## src/ytm_pkg.sv

```systemverilog
// constants, date type and mode encoding of the yearly date timer
package ytm_pkg;
   // calendar field widths
   localparam int YEAR_W = 12;
   localparam int MONTH_W = 4;
   localparam int DAY_W = 5;

   // fields in declaration order give year, then month, then day
   typedef struct packed {
      logic [11:0] year;
      logic [3:0] month;
      logic [4:0] day;
   } ytm_date_t;

   // accepted calendar span
   localparam logic [11:0] YEAR_MIN = 12'h7D0;
   localparam logic [11:0] YEAR_MAX = 12'h833;
   localparam logic [3:0] MONTH_MIN = 4'h1;
   localparam logic [3:0] MONTH_MAX = 4'hC;
   localparam logic [4:0] DAY_MIN = 5'h01;
   localparam logic [4:0] DAY_MAX = 5'h1F;

   // register byte offsets
   localparam logic [7:0] ADDR_CTRL = 8'h00;
   localparam logic [7:0] ADDR_ON_DATE = 8'h04;
   localparam logic [7:0] ADDR_OFF_DATE = 8'h08;
   localparam logic [7:0] ADDR_STATUS = 8'h0C;

   // control and status bit positions
   localparam int CTRL_ENABLE = 0;
   localparam int CTRL_YEARLY = 1;
   localparam int CTRL_MONTHLY = 2;
   localparam int CTRL_PULSE = 3;
   localparam int STAT_OUT = 0;
   localparam int STAT_LEVEL = 1;
   localparam int STAT_REFUSED = 2;

   // date word layout
   localparam int DATE_DAY_LSB = 0;
   localparam int DATE_MONTH_LSB = 8;
   localparam int DATE_YEAR_LSB = 16;

   // values after reset
   localparam logic [3:0] CTRL_RESET = 4'h0;
   localparam ytm_date_t DATE_RESET = '{year: 12'h7D0, month: 4'h1, day: 5'h01};

   typedef enum logic [1:0] {
      MODE_SPAN = 2'b00,
      MODE_YEARLY = 2'b01,
      MODE_MONTHLY = 2'b10
   } ytm_mode_t;
endpackage

```

## src/ytm_cam_if.sv

```systemverilog
// dates and mode into the date evaluator, cam state back out
`timescale 1ns/1ps
interface ytm_cam_if;
   ytm_pkg::ytm_date_t curDate;
   ytm_pkg::ytm_date_t onDate;
   ytm_pkg::ytm_date_t offDate;
   ytm_pkg::ytm_mode_t mode;
   logic level;
   logic hit;

   modport eval (
      input curDate,
      input onDate,
      input offDate,
      input mode,
      output level,
      output hit
   );

   modport src (
      output curDate,
      output onDate,
      output offDate,
      output mode,
      input level,
      input hit
   );
endinterface

```

## src/ytm_yearly_timer.sv

```systemverilog
// yearly date timer: APB registers, midnight-gated scan evaluation, output
`timescale 1ns/1ps

module ytm_yearly_timer (
   // clock and reset
   input wire logic ref_clk,
   input wire logic sys_rst,
   // APB slave
   input wire logic [7:0] paddr,
   input wire logic psel,
   input wire logic penable,
   input wire logic pwrite,
   input wire logic [31:0] pwdata,
   output logic [31:0] prdata,
   output logic pready,
   output logic pslverr,
   // calendar source
   input wire logic [11:0] calYear,
   input wire logic [3:0] calMonth,
   input wire logic [4:0] calDay,
   // program scan strobe
   input wire logic scanTick,
   // timer output
   output logic timerOut
);
   function automatic ytm_pkg::ytm_date_t word_to_date(input logic [31:0] w);
      ytm_pkg::ytm_date_t d;
      d.year = w[ytm_pkg::DATE_YEAR_LSB +: ytm_pkg::YEAR_W];
      d.month = w[ytm_pkg::DATE_MONTH_LSB +: ytm_pkg::MONTH_W];
      d.day = w[ytm_pkg::DATE_DAY_LSB +: ytm_pkg::DAY_W];
      return d;
   endfunction

   function automatic logic [31:0] date_to_word(input ytm_pkg::ytm_date_t d);
      logic [31:0] w;
      w = 32'h0000_0000;
      w[ytm_pkg::DATE_YEAR_LSB +: ytm_pkg::YEAR_W] = d.year;
      w[ytm_pkg::DATE_MONTH_LSB +: ytm_pkg::MONTH_W] = d.month;
      w[ytm_pkg::DATE_DAY_LSB +: ytm_pkg::DAY_W] = d.day;
      return w;
   endfunction

   // date lies in the supported calendar span
   function automatic logic date_ok(input ytm_pkg::ytm_date_t d);
      date_ok = (d.year >= ytm_pkg::YEAR_MIN) && (d.year <= ytm_pkg::YEAR_MAX) &&
                (d.month >= ytm_pkg::MONTH_MIN) && (d.month <= ytm_pkg::MONTH_MAX) &&
                (d.day >= ytm_pkg::DAY_MIN) && (d.day <= ytm_pkg::DAY_MAX);
   endfunction

   logic [3:0] ctrl_r;
   ytm_pkg::ytm_date_t onDate_r;
   ytm_pkg::ytm_date_t offDate_r;
   logic refused_r;
   logic [31:0] rdata_r;
   logic err_r;
   ytm_pkg::ytm_date_t lastDate_r;
   logic seen_r;
   logic out_r;
   logic out_nxt;

   ytm_pkg::ytm_date_t calDate;
   ytm_pkg::ytm_mode_t mode;
   logic enable;
   logic pulseSel;
   logic setupPhase;
   logic accessPhase;
   logic wrDone;
   logic wrOn;
   logic wrOff;
   logic wrCtrl;
   logic dayNew;
   logic camLevel;
   logic camHit;

   ytm_cam_if cam ();

   assign calDate = '{year: calYear, month: calMonth, day: calDay};
   assign enable = ctrl_r[ytm_pkg::CTRL_ENABLE];
   assign pulseSel = ctrl_r[ytm_pkg::CTRL_PULSE];

   // monthly takes precedence over yearly
   always_comb begin
      if (ctrl_r[ytm_pkg::CTRL_MONTHLY]) begin
         mode = ytm_pkg::MODE_MONTHLY;
      end else if (ctrl_r[ytm_pkg::CTRL_YEARLY]) begin
         mode = ytm_pkg::MODE_YEARLY;
      end else begin
         mode = ytm_pkg::MODE_SPAN;
      end
   end

   assign cam.curDate = calDate;
   assign cam.onDate = onDate_r;
   assign cam.offDate = offDate_r;
   assign cam.mode = mode;
   assign camLevel = cam.level;
   assign camHit = cam.hit;

   ytm_date_eval u_eval (
      .cam(cam.eval)
   );

   // ---------------- APB slave ----------------
   assign setupPhase = psel && !penable;
   assign accessPhase = psel && penable;
   assign pready = accessPhase;
   assign prdata = rdata_r;
   assign pslverr = accessPhase && err_r;

   assign wrDone = accessPhase && pwrite && !err_r;
   assign wrCtrl = wrDone && (paddr == ytm_pkg::ADDR_CTRL);
   assign wrOn = wrDone && (paddr == ytm_pkg::ADDR_ON_DATE);
   assign wrOff = wrDone && (paddr == ytm_pkg::ADDR_OFF_DATE);

   // read data and error are decided in the setup cycle
   always_ff @(posedge ref_clk or posedge sys_rst) begin
      if (sys_rst) begin
         rdata_r <= 32'h0000_0000;
      end else if (setupPhase) begin
         rdata_r <= 32'h0000_0000;
         if (!pwrite) begin
            unique case (paddr)
               ytm_pkg::ADDR_CTRL: rdata_r <= {28'h000_0000, ctrl_r};
               ytm_pkg::ADDR_ON_DATE: rdata_r <= date_to_word(onDate_r);
               ytm_pkg::ADDR_OFF_DATE: rdata_r <= date_to_word(offDate_r);
               ytm_pkg::ADDR_STATUS: rdata_r <= {29'h0000_0000, refused_r, camLevel, out_r};
               default: rdata_r <= 32'h0000_0000;
            endcase
         end
      end
   end

   // out-of-span dates, status writes and unmapped addresses are refused
   always_ff @(posedge ref_clk or posedge sys_rst) begin
      if (sys_rst) begin
         err_r <= 1'b0;
      end else if (setupPhase) begin
         unique case (paddr)
            ytm_pkg::ADDR_CTRL: err_r <= 1'b0;
            ytm_pkg::ADDR_ON_DATE: err_r <= pwrite && !date_ok(word_to_date(pwdata));
            ytm_pkg::ADDR_OFF_DATE: err_r <= pwrite && !date_ok(word_to_date(pwdata));
            ytm_pkg::ADDR_STATUS: err_r <= pwrite;
            default: err_r <= 1'b1;
         endcase
      end
   end

   always_ff @(posedge ref_clk or posedge sys_rst) begin
      if (sys_rst) begin
         refused_r <= 1'b0;
      end else if (accessPhase && pwrite) begin
         refused_r <= err_r;
      end
   end

   always_ff @(posedge ref_clk or posedge sys_rst) begin
      if (sys_rst) begin
         ctrl_r <= ytm_pkg::CTRL_RESET;
      end else if (wrCtrl) begin
         ctrl_r <= pwdata[3:0];
      end
   end

   // date words unpack as year, month, day
   always_ff @(posedge ref_clk or posedge sys_rst) begin
      if (sys_rst) begin
         onDate_r <= ytm_pkg::DATE_RESET;
      end else if (wrOn) begin
         onDate_r <= word_to_date(pwdata);
      end
   end

   always_ff @(posedge ref_clk or posedge sys_rst) begin
      if (sys_rst) begin
         offDate_r <= ytm_pkg::DATE_RESET;
      end else if (wrOff) begin
         offDate_r <= word_to_date(pwdata);
      end
   end

   // ---------------- scan evaluation ----------------
   // a new day is an enabled scan whose calendar date differs from the last scan, or the first enabled scan after a disabled one
   assign dayNew = scanTick && enable && (!seen_r || (calDate != lastDate_r));

   always_ff @(posedge ref_clk or posedge sys_rst) begin
      if (sys_rst) begin
         lastDate_r <= ytm_pkg::DATE_RESET;
         seen_r <= 1'b0;
      end else if (scanTick) begin
         lastDate_r <= calDate;
         seen_r <= enable;
      end
   end

   always_comb begin
      out_nxt = out_r;
      if (scanTick) begin
         if (!enable || !date_ok(calDate)) begin
            out_nxt = 1'b0;
         end else if (dayNew) begin
            // level follows the cam, pulse follows the activation date
            out_nxt = pulseSel ? camHit : camLevel;
         end else if (pulseSel) begin
            out_nxt = 1'b0;
         end
      end
   end

   always_ff @(posedge ref_clk or posedge sys_rst) begin
      if (sys_rst) begin
         out_r <= 1'b0;
      end else begin
         out_r <= out_nxt;
      end
   end

   assign timerOut = out_r;
endmodule

```

## src/ytm_date_eval.sv

```systemverilog
// combinational date comparison: cam level and activation-date hit
`timescale 1ns/1ps
module ytm_date_eval (
   // dates and mode in, cam state out
   ytm_cam_if.eval cam
);
   function automatic logic [8:0] month_day(input ytm_pkg::ytm_date_t d);
      month_day = {d.month, d.day};
   endfunction

   logic yrOk;
   logic [8:0] curMd;
   logic [8:0] onMd;
   logic [8:0] offMd;

   always_comb begin
      curMd = month_day(cam.curDate);
      onMd = month_day(cam.onDate);
      offMd = month_day(cam.offDate);
      yrOk = (cam.curDate.year >= cam.onDate.year) &&
             (cam.curDate.year <= cam.offDate.year);
      cam.level = 1'b0;
      cam.hit = 1'b0;
      unique case (cam.mode)
         ytm_pkg::MODE_SPAN: begin
            // whole dates compare as year, month, day keys
            cam.level = (cam.curDate >= cam.onDate) && (cam.curDate < cam.offDate);
            cam.hit = (cam.curDate == cam.onDate);
         end
         ytm_pkg::MODE_YEARLY: begin
            if (onMd <= offMd) begin
               cam.level = yrOk && (curMd >= onMd) && (curMd < offMd);
            end else begin
               // window wraps into the next year, ends in the final year
               cam.level = ((curMd >= onMd) && (cam.curDate.year >= cam.onDate.year) &&
                            (cam.curDate.year < cam.offDate.year)) ||
                           ((curMd < offMd) && (cam.curDate.year > cam.onDate.year) &&
                            (cam.curDate.year <= cam.offDate.year));
            end
            cam.hit = yrOk && (curMd == onMd);
         end
         ytm_pkg::MODE_MONTHLY: begin
            // every month of the years from on year through off year
            if (cam.onDate.day <= cam.offDate.day) begin
               cam.level = yrOk && (cam.curDate.day >= cam.onDate.day) &&
                           (cam.curDate.day < cam.offDate.day);
            end else begin
               cam.level = yrOk && ((cam.curDate.day >= cam.onDate.day) ||
                                    (cam.curDate.day < cam.offDate.day));
            end
            cam.hit = yrOk && (cam.curDate.day == cam.onDate.day);
         end
         default: begin
            cam.level = 1'b0;
            cam.hit = 1'b0;
         end
      endcase
   end
endmodule

```

## config.mk

```make
export PLATFORM = sky130hd
export DESIGN_NAME = ytm_yearly_timer
export DESIGN_NICKNAME = d
export VERILOG_FILES = /design/src/ytm_pkg.sv /design/src/ytm_cam_if.sv /design/src/ytm_yearly_timer.sv /design/src/ytm_date_eval.sv
export SDC_FILE = /design/constraint.sdc
export NUM_CORES = 1
export LEC_CHECK = 0
export BUFFER_PORTS_ARGS = -buffer_cell sky130_fd_sc_hd__buf_2
export CAP_MARGIN = 5
export CORE_MARGIN = 4
export CORE_UTILIZATION = 50
export DETAILED_ROUTE_END_ITERATION = 8
export PLACE_DENSITY_LB_ADDON = 0.15
export SYNTH_ARGS = -nofsm -noshare
export SYNTH_HDL_FRONTEND = slang
export SYNTH_SLANG_ARGS = --single-unit
```

## constraint.sdc

```tcl
create_clock -name ref_clk -period 2.6 [get_ports ref_clk]
set_clock_uncertainty 0.15 [all_clocks]
set_input_delay 0 -clock ref_clk [delete_from_list [all_inputs] [get_ports ref_clk]]
set_output_delay 0 -clock ref_clk [all_outputs]
set_load 0.02 [all_outputs]
```

# Yosys cells after proc, flatten, opt, wreduce, memory -nomap -nowiden
# Index checks and enable logic that the tools add are counted.
# word_totals
regBits	103
in_bits	67
wordCells	110
out_inout_bits	35
# classes
n_lt_le_gt_ge	24
muxes	13
n_reduce_logical	49
n_eq_ne	9
# op_table
cell	n
28-bit case mux with 4 select lines	1
1-bit logical AND	34
28-bit 2-to-1 mux	1
12-bit by 11-bit >= comparator with 1-bit output, second input constant	2
12-bit <= comparator, second input constant	2
21-bit equality test	1
21-bit >= comparator	1
21-bit < comparator	1
21-bit != test	1
8-bit by 4-bit equality test with 1-bit output, second input constant	2
12-bit >= comparator	1
12-bit > comparator	1
12-bit <= comparator	1
12-bit < comparator	1
5-bit by 1-bit >= comparator with 1-bit output, second input constant	2
5-bit <= comparator, second input constant	2
9-bit equality test	1
9-bit >= comparator	1
9-bit <= comparator	1
9-bit < comparator	1
1-bit case mux with 3 select lines	3
8-bit by 3-bit equality test with 1-bit output, second input constant	1
4-bit by 1-bit >= comparator with 1-bit output, second input constant	2
4-bit <= comparator, second input constant	2
other kinds (15)	29

# Logic depth before layout (Yosys ltp)
# Gate-level depths: netlist of run 1.
# depth
depth_word	10
depth_mapped	10
depth_no_buf	10

# By module
# From an unflattened synthesis of run 1, not the netlist that was laid out.
# unflattened
cells_unflattened	539
hier_area_um2	5815.6
# modules_own_cells
module	seq_area_each_um2	instances	cells_per_inst	area_each_um2
ytm_yearly_timer	2332.2	1	342	4350.4
ytm_date_eval	0.0	1	197	1465.2

# Worst setup path before layout of run 1
# No wires, ideal clock.
# synth_path
path_kind	register -> register
from	register offDate_r, in the netlist cam.offDate[16]
to	register out_r, in the netlist timerOut
slack_ns	0.152
n_path_buf	0
setup_time_ns	0.064
path_stages_with_launch	11
period_less_slack_ns	2.448
required_ns	2.386
arrival_time_ns	2.234
cell_sequence	dfstp_2 inv_1 ha_1 a21oi_1 o21ai_1 a221oi_1 a21oi_1 o31ai_1 nand4_1 a211oi_1 a21o_1
# synth_via
elab_chain_cells	9
elab_cells_between_ends	22
classes_between	order compare: 3; mux: 7; reduce/logical: 12
# synth_lines
element	line_no	rtl
start, declared	ytm_yearly_timer.sv:52	ytm_pkg::ytm_date_t offDate_r;
start signal, assigned	ytm_yearly_timer.sv:175	offDate_r <= ytm_pkg::DATE_RESET;
start signal, assigned	ytm_yearly_timer.sv:177	offDate_r <= word_to_date(pwdata);
12-bit <= comparator	ytm_date_eval.sv:21, ytm_date_eval.sv:38	
1-bit logical AND	ytm_date_eval.sv:20	yrOk = (cam.curDate.year >= cam.onDate.year) &&
1-bit logical AND, on equally long branches (2 in series)	ytm_date_eval.sv:45, ytm_date_eval.sv:32	
1-bit 2-to-1 mux, on equally long branches	ytm_date_eval.sv:44, ytm_date_eval.sv:31	
1-bit case mux with 3 select lines	ytm_date_eval.sv:24	unique case (cam.mode)
1-bit 2-to-1 mux (*)	ytm_yearly_timer.sv:202	out_nxt = pulseSel ? camHit : camLevel;
1-bit 2-to-1 mux (*)	ytm_yearly_timer.sv:200	end else if (dayNew) begin
1-bit 2-to-1 mux (*)	ytm_yearly_timer.sv:198	if (!enable || !date_ok(calDate)) begin
end signal, assigned	ytm_yearly_timer.sv:213	out_r <= out_nxt;
end, declared	ytm_yearly_timer.sv:58	logic out_r;
# Every way passes the cells marked *; elsewhere a longest branch is shown, timed or not.
# A chain may end at the register's enable or synchronous reset.

# Worst setup path after layout of run 1
# layout_path
from	register offDate_r, in the netlist cam.offDate[19]
to	register rdata_r[1], in the netlist prdata[1]
# layout_via
elab_chain_cells	8
elab_cells_between_ends	18
classes_between	order compare: 3; mux: 5; reduce/logical: 10
# layout_lines
element	line_no	rtl
12-bit <= comparator	ytm_date_eval.sv:21, ytm_date_eval.sv:38	
1-bit logical AND	ytm_date_eval.sv:20	
1-bit logical AND, on equally long branches (2 in series)	ytm_date_eval.sv:45, ytm_date_eval.sv:32	
1-bit 2-to-1 mux, on equally long branches	ytm_date_eval.sv:44, ytm_date_eval.sv:31	
1-bit case mux with 3 select lines (*)	ytm_date_eval.sv:24	
28-bit case mux with 4 select lines (*)	ytm_yearly_timer.sv:122	unique case (paddr)
28-bit 2-to-1 mux (*)	ytm_yearly_timer.sv:121	if (!pwrite) begin
end signal, assigned	ytm_yearly_timer.sv:123	ytm_pkg::ADDR_CTRL: rdata_r <= {28'h000_0000, ctrl_r};
end signal, assigned	ytm_yearly_timer.sv:124	ytm_pkg::ADDR_ON_DATE: rdata_r <= date_to_word(onDate_r);
end signal, assigned	ytm_yearly_timer.sv:125	ytm_pkg::ADDR_OFF_DATE: rdata_r <= date_to_word(offDate_r);
end, declared	ytm_yearly_timer.sv:54	logic [31:0] rdata_r;
# Marked as above.

==> metrics, run 1 <==
outcome=finished with violations; crit share post-route=1.047; Iter 0 DRT Violations=281; Final min period=2.721 ns; placed cell count=786; most frequent cells in the layout=buf_2, dfrtp_1, nand2_1, dlygate4sd3_1, ha_1; sequential fraction of the synthesis area=0.4079; H-tree Lvls=3; Synthesis Warnings=0; Critical Path Fanout Max=3; crit path buf inv count=4; first-pass GRT wire length=24720 um; CTS tree=built; total clock sinks=92; WP data arrival=2.86 ns; Clock Latency Late Sink=0.35 ns; max cap viols=0; Post-Route WL=14940 um; Worst VDD drop=0.4016 mV; area of the multi-input gates=3263 um^2; DP Worst Slack=-0.1157 ns; RSZ-0062 raised after global routing=true; Post-DRT Antenna Nets=0; WL/cell=17.50 um; Top FF cell, synth=dfrtp_1; remaining routing DRC violations=0; Post-synth EDFFs=0; CP max stage cell=dfstp_2; Syn Inst Count=577; Num CTS Buffers=9; drt via density=5.602; area delta synth->final=27.37%; Final Wtd Congestion=0.9540; slew margin rel.=0.6278; Hold Crit Class=in2reg; failing checks=setup timing; # diodes=0; Avg Inst Size Synth=9.910 um^2; final setup vio count=2; type of origin of the critical path=flip-flop; Initial Utilization=0.5184; Root Buffer=clkbuf_16; critical path class=reg2reg; share of layout cells above drive strength 1=0.2871; Detailed Routing Iterations Pass 1=5; critical path, cell by cell=inv_1, ha_4, nand4_1, buf_4, inv_2, a221oi_4, buf_4, nand2_1, o22ai_1, nand4b_1, nand4_1, a32o_2; Yosys reg bits=92; post-synthesis cell area=5718 um^2; Worst-path clk slew=0.07 ns; Async SR Flop Fraction=1.000; Layout Utilization=0.6603; vias in the first global route=4963; Crit. End Element=flip-flop; Slew Limit Fails=0; CP peak stage delay=0.53 ns; pin count of the biggest net entering global routing=93; Core Rows=38; setup_tns=-0.2026 ns; total congestion overflow=0; FILL cells=903; Power Dens Cells=468.3 nW/um^2; Core Area=11030 um^2; final net count=828; critical path's top delay family=compound AO/OA/AOI/OAI gates; initial antenna violation count=0; Worst Setup Slack, final=-0.1213 ns; Buffers on Ports=79; Distinct cells, synth=63; DR vias=4784; Register Area=2333 um^2; Die Y=114.9 um; worst-margin pin slew=0.5584 ns; Hold Violations, Final=0; fin cells=854; Req. time, crit path=2.74 ns; clock buffer depth=2; P_leak=3.343 nW; DP HPWL=10960 um; die span in x=114.9 um; commonest non-fill, non-tap cell in the layout=buf_2; die area=13210 um^2; Ports=102; GRT Overall Usage=0.2375; Fmax=0.3675 GHz
-- cells in the mapped netlist (5+ instances only) --
master / n / area [um^2]
o21ai_0: 43 / 215.2
nand4_1: 16 / 100.1
nor2_1: 20 / 75.07
mux2_1: 20 / 225.2
inv_1: 46 / 172.7
dfstp_2: 24 / 630.6
clkbuf_1: 17 / 63.81
nor4_1: 5 / 31.28
nor3_1: 7 / 35.03
a211oi_1: 5 / 37.54
xnor2_1: 17 / 148.9
ha_1: 52 / 650.6
buf_4: 11 / 82.58
o211ai_1: 5 / 37.54
a22oi_1: 17 / 127.6
nand2_1: 63 / 236.5
o21ai_1: 16 / 80.08
dfrtp_1: 68 / 1702
mux2_2: 29 / 326.6
a21oi_1: 22 / 110.1
-- path summary, 6_finish.rpt --
path	startpoint	endpoint	slack, ns	depth (start not counted)
worst max-delay path	cam.offDate[19]	prdata[1]	-0.12	12
worst min-delay path	psel	refused_r	0.03	4
max in group asynchronous	sys_rst	lastDate_r[5]	1.73	4
worst min register to register	prdata[0]	prdata[0]	0.32	2
min in group asynchronous	sys_rst	prdata[19]	0.14	4
worst max register to register	cam.offDate[19]	prdata[1]	-0.12	12
-- metal layers --
| metal | part of all wire | routed length (um) | vias up | track usage |
|---|---|---|---|---|
| met5 | 0 | 0 | - | 0 |
| met4 | 0.015 | 226 | 0 | 0.08294 |
| met3 | 0.045 | 674 | 15 | 0.03895 |
| met2 | 0.46 | 6819 | 128 | 0.3688 |
| met1 | 0.48 | 7222 | 2339 | 0.3380 |
| li1 | - | - | 2302 | - |
-- cell families (layout without fill, tap and decap cells) --
group	after synthesis	count (layout)	synth area share
XOR/XNOR	21	21	0.03217
AND/OR/NAND/NOR	146	146	0.1276
adder cells (fa/ha/maj)	53	53	0.1155
flip-flops	92	92	0.4079
multiplexers	52	52	0.1061
buffers and inverters	78	205	0.06171
other	1	11	0.0006558
AO/OA/AOI/OAI	134	134	0.1484
-- final cells by class --
cell class                 instances  share of cell area
tap                              140             0.02405
clock buffer                      12             0.03384
timing repair buffer             142              0.1392
sequential                        92              0.3204
multi-input combinational        417              0.4480
clock inverter                     4             0.01014
inverter                          47             0.02439
-- registers in the layout, summed over array words and instances (netlist names) --
| register | count |
|---|---|
| seen_r | 1 |
| cam.offDate | 21 |
| ctrl_r | 4 |
| lastDate_r | 21 |
| timerOut | 1 |
| cam.onDate | 21 |
| err_r | 1 |
| refused_r | 1 |
| prdata | 21 |
-- power by group --
group	switching [mW]	internal (mW)
Combinational	0.249	0.222
Clock	0.545	0.869
Sequential	0.0342	1.49
-- per-stage QoR --
step,hold WS [ns],total power [mW],cell area [um^2]
floorplan,-0.04096,1.802,5756
global placement,-0.009949,1.923,6259
detailed placement,-0.005438,1.940,6259
CTS,0.02668,3.417,7099
global route,0.07804,3.559,7283
finish,0.03275,3.411,7283
-- worst register-to-register path, delay by kind of cell (launching register included) --
family	cells	cell delay, ns
compound gates	3	0.67
fa+ha+maj	1	0.23
simple gates	4	0.65
buf+inv	4	0.44
flops	1	0.53
-- repair_timing --
| action | CTS | global route |
|---|---|---|
| cloned | 0 | 0 |
| hold endpoints to repair | 165 | 0 |
| endpoints found under the setup margin | 2 | 2 |
| setup buffers | 0 | 4 |
| resized for setup | 8 | 28 |
| pin swaps | 1 | 19 |
| hold buffers | 48 | 0 |
Note: power is estimated with default switching activity, not from simulation.
==> run 2: changes to the inputs <==
--- a/config.mk
+++ b/config.mk
@@ -11,6 +11,7 @@
 export CORE_UTILIZATION = 50
 export DETAILED_ROUTE_END_ITERATION = 8
 export PLACE_DENSITY_LB_ADDON = 0.15
+export REMOVE_ABC_BUFFERS = 1
 export SYNTH_ARGS = -nofsm -noshare
 export SYNTH_HDL_FRONTEND = slang
 export SYNTH_SLANG_ARGS = --single-unit
==> run 2 against run 1 <==
Effect of this change:
- the run still ends with setup timing left
- flip-flop and latch count unchanged
- hold slack got worse by 0.0098 ns
- wire length rose by 0.46%
- design area is 1.8% lower
- largest cell class unchanged
- clock-buffer cell count unchanged
==> metrics, run 2 (synthesis gave the netlist of run 1 again) <==
Slew Limit Fails=0 (unchanged); # diodes=0 (unchanged); type of origin of the critical path=flip-flop; Worst-path clk slew=0.07 ns (about the same); area delta synth->final=25.12%; vias in the first global route=5078 (+2.3%); total clock sinks=92 (unchanged); crit path launch=cam.offDate[16]; worst reg2reg path endpoint=prdata[1]; Crit. End Element=flip-flop; flop2flop setup slack=-0.02 ns (+0.10 ns); Post-Route WL=15010 um (+0.46%); CTS tree=built; final setup vio count=1 (-1); Num CTS Buffers=9 (unchanged); sequential power share=0.456 (+0.009); most frequent cells in the layout=buf_2, dfrtp_1, nand2_1, ha_1, dlygate4sd3_1; CP peak stage delay=0.54 ns (about the same); die area=13210 um^2 (unchanged); clock network fraction of total power=0.405 (-0.010); GRT Overall Usage=0.2395 (+0.001913); failing checks=setup timing; Core Area=11030 um^2 (unchanged); P_leak=3.326 nW (-0.50%); critical path, cell by cell=inv_1, ha_1, nand4_1, nor4_2, o21ai_1, nor2_1, a2111oi_1, a31oi_1, nand4_1, a32o_2; Worst VDD drop=0.3829 mV (-4.6%); CP endpoint=prdata[1]; crit share post-route=1.007 (-0.03998); Switching Power=0.8351 mW (+0.89%); fin cells=851 (-0.35%); Post-DRT Antenna Nets=0 (unchanged); placed cell area=6246 um^2 (-0.20%); Fmax=0.3821 GHz (+4.0%); RSZ-0062 raised after global routing=true; Hold Violations, Final=0 (unchanged); Root Buffer=clkbuf_16; H-tree Lvls=3 (unchanged); Req. time, crit path=2.69 ns (-0.05 ns); max cap viols=0 (unchanged); share of layout cells above drive strength 1=0.2686 (-0.01848); Die Y=114.9 um (unchanged); sw frac=0.2500 (+0.007299); Power Dens Cells=466.9 nW/um^2 (-0.30%); remaining routing DRC violations=0 (unchanged); clock buffer depth=2 (unchanged); Final Wtd Congestion=0.9117 (-4.4%); Buffers on Ports=79 (unchanged); P_int=2.505 mW (-3.0%); DR vias=4728 (-1.2%); worst-margin pin slew=0.7034 ns (+0.1450 ns); Reg2Reg Launch Point=cam.offDate[16]; post-route design area=7154 um^2 (-1.8%); first-pass GRT wire length=24790 um (+0.31%); total power=3.340 mW (-2.1%); slew margin rel.=0.5305 (-0.09721); WL/cell=17.64 um (+0.81%); total congestion overflow=0 (unchanged); Layout Utilization=0.6486 (-0.01168); Hold Crit Class=in2reg; Register Area=2332 um^2 (about the same); pin count of the biggest net entering global routing=38 (-59%); Detailed Routing Iterations Pass 1=4 (-1); Worst Setup Slack, final=-0.01732 ns (+0.1039 ns); outcome=finished with violations; FILL cells=892 (-1.2%); Core Rows=38 (unchanged); final net count=825 (-0.36%); Initial Utilization=0.5184 (unchanged); Reg2Reg Depth=10 (-2); area of the multi-input gates=3187 um^2 (-2.3%); DP HPWL=10870 um (-0.78%); critical path class=reg2reg; commonest non-fill, non-tap cell in the layout=buf_2; WP data arrival=2.71 ns (-0.15 ns); placed cell count=786 (unchanged); most used cell, CP=nand4_1; Iter 0 DRT Violations=265 (-5.7%); Clock Latency Late Sink=0.35 ns (about the same); setup_tns=-0.01732 ns (+0.1853 ns); CP max stage cell=dfstp_2; Ports=102 (unchanged); Final min period=2.617 ns (-0.1039 ns); drt via density=5.556 (-0.82%); die span in x=114.9 um (unchanged); initial antenna violation count=0 (unchanged); Critical Path Fanout Max=3 (unchanged); combinational share of power=0.139 (about the same)
[run 2: changes by cell type in the layout (fill, tap and decap cells not counted), sizes merged]
cell      change
bufinv        -1
clkinvlp      +1
buf           -3
[run 2: metrics by stage]
| step | hold WS [ns] | setup WS [ns] |
|---|---|---|
| 2_1_floorplan | -0.04096 | 0.09776 |
| 3_3_place_gp | -0.03286 | 0.007744 |
| 5_1_grt | 0.04854 | -0.1226 |
| 4_1_cts | 0.0006416 | 0.02196 |
| 3_5_place_dp | -0.02606 | -0.06737 |
| 6_report | 0.02291 | -0.01732 |
[run 2: power by group through the flow]
stage               registers, mW  clock network, mW  logic (mW)
global placement             1.55                  0       0.381
floorplan                    1.54                  0       0.235
detailed placement           1.55                  0       0.395
finish                       1.52               1.35       0.464
CTS                          1.52               1.38       0.452
global route                 1.53               1.43       0.513
[run 2: worst min path at each step]
stage	start	end	slack (ns)	depth (start not counted)
after floorplan	pwdata[20]	cam.offDate[13]	-0.04	2
after global placement	sys_rst	prdata[22]	-0.03	2
after detailed placement	sys_rst	prdata[24]	-0.03	2
after CTS	paddr[6]	prdata[2]	0.0006	6
after global routing	psel	refused_r	0.05	4
final	paddr[6]	prdata[2]	0.02	6
[run 2: cell type report]
type	count	area share
Multi-Input combinational cell	417	0.4454
Clock inverter	4	0.006646
Sequential cell	92	0.3260
Tap cell	140	0.02448
Timing Repair Buffer	139	0.1368
Inverter	47	0.02483
Clock buffer	12	0.03585
[run 2: critical path, delay by kind of cell, from the launching register on]
kind                     cells  cell delay (ns)
buffers and inverters        1             0.05
AO/OA/AOI/OAI                4             0.69
flip-flops                   1             0.54
adder cells (fa/ha/maj)      1             0.30
AND/OR/NAND/NOR              4             0.78
[run 2: what timing repair did]
| item | 4_1_cts | 5_1_grt |
|---|---|---|
| pin swaps | 1 | 10 |
| hold endpoints to repair | 107 | 0 |
| gates resized for setup | 5 | 18 |
| buffers inserted | 0 | 1 |
| endpoints found under the setup margin | 2 | 2 |
| hold buffers | 48 | 0 |
[run 2: per-layer routing]
metal,up-vias,GRT usage,wire length [um]
met3,22,0.03947,755
met2,124,0.4174,7505
met4,0,0.08607,274
li1,2302,-,-
met1,2280,0.2998,6473
met5,-,0,0
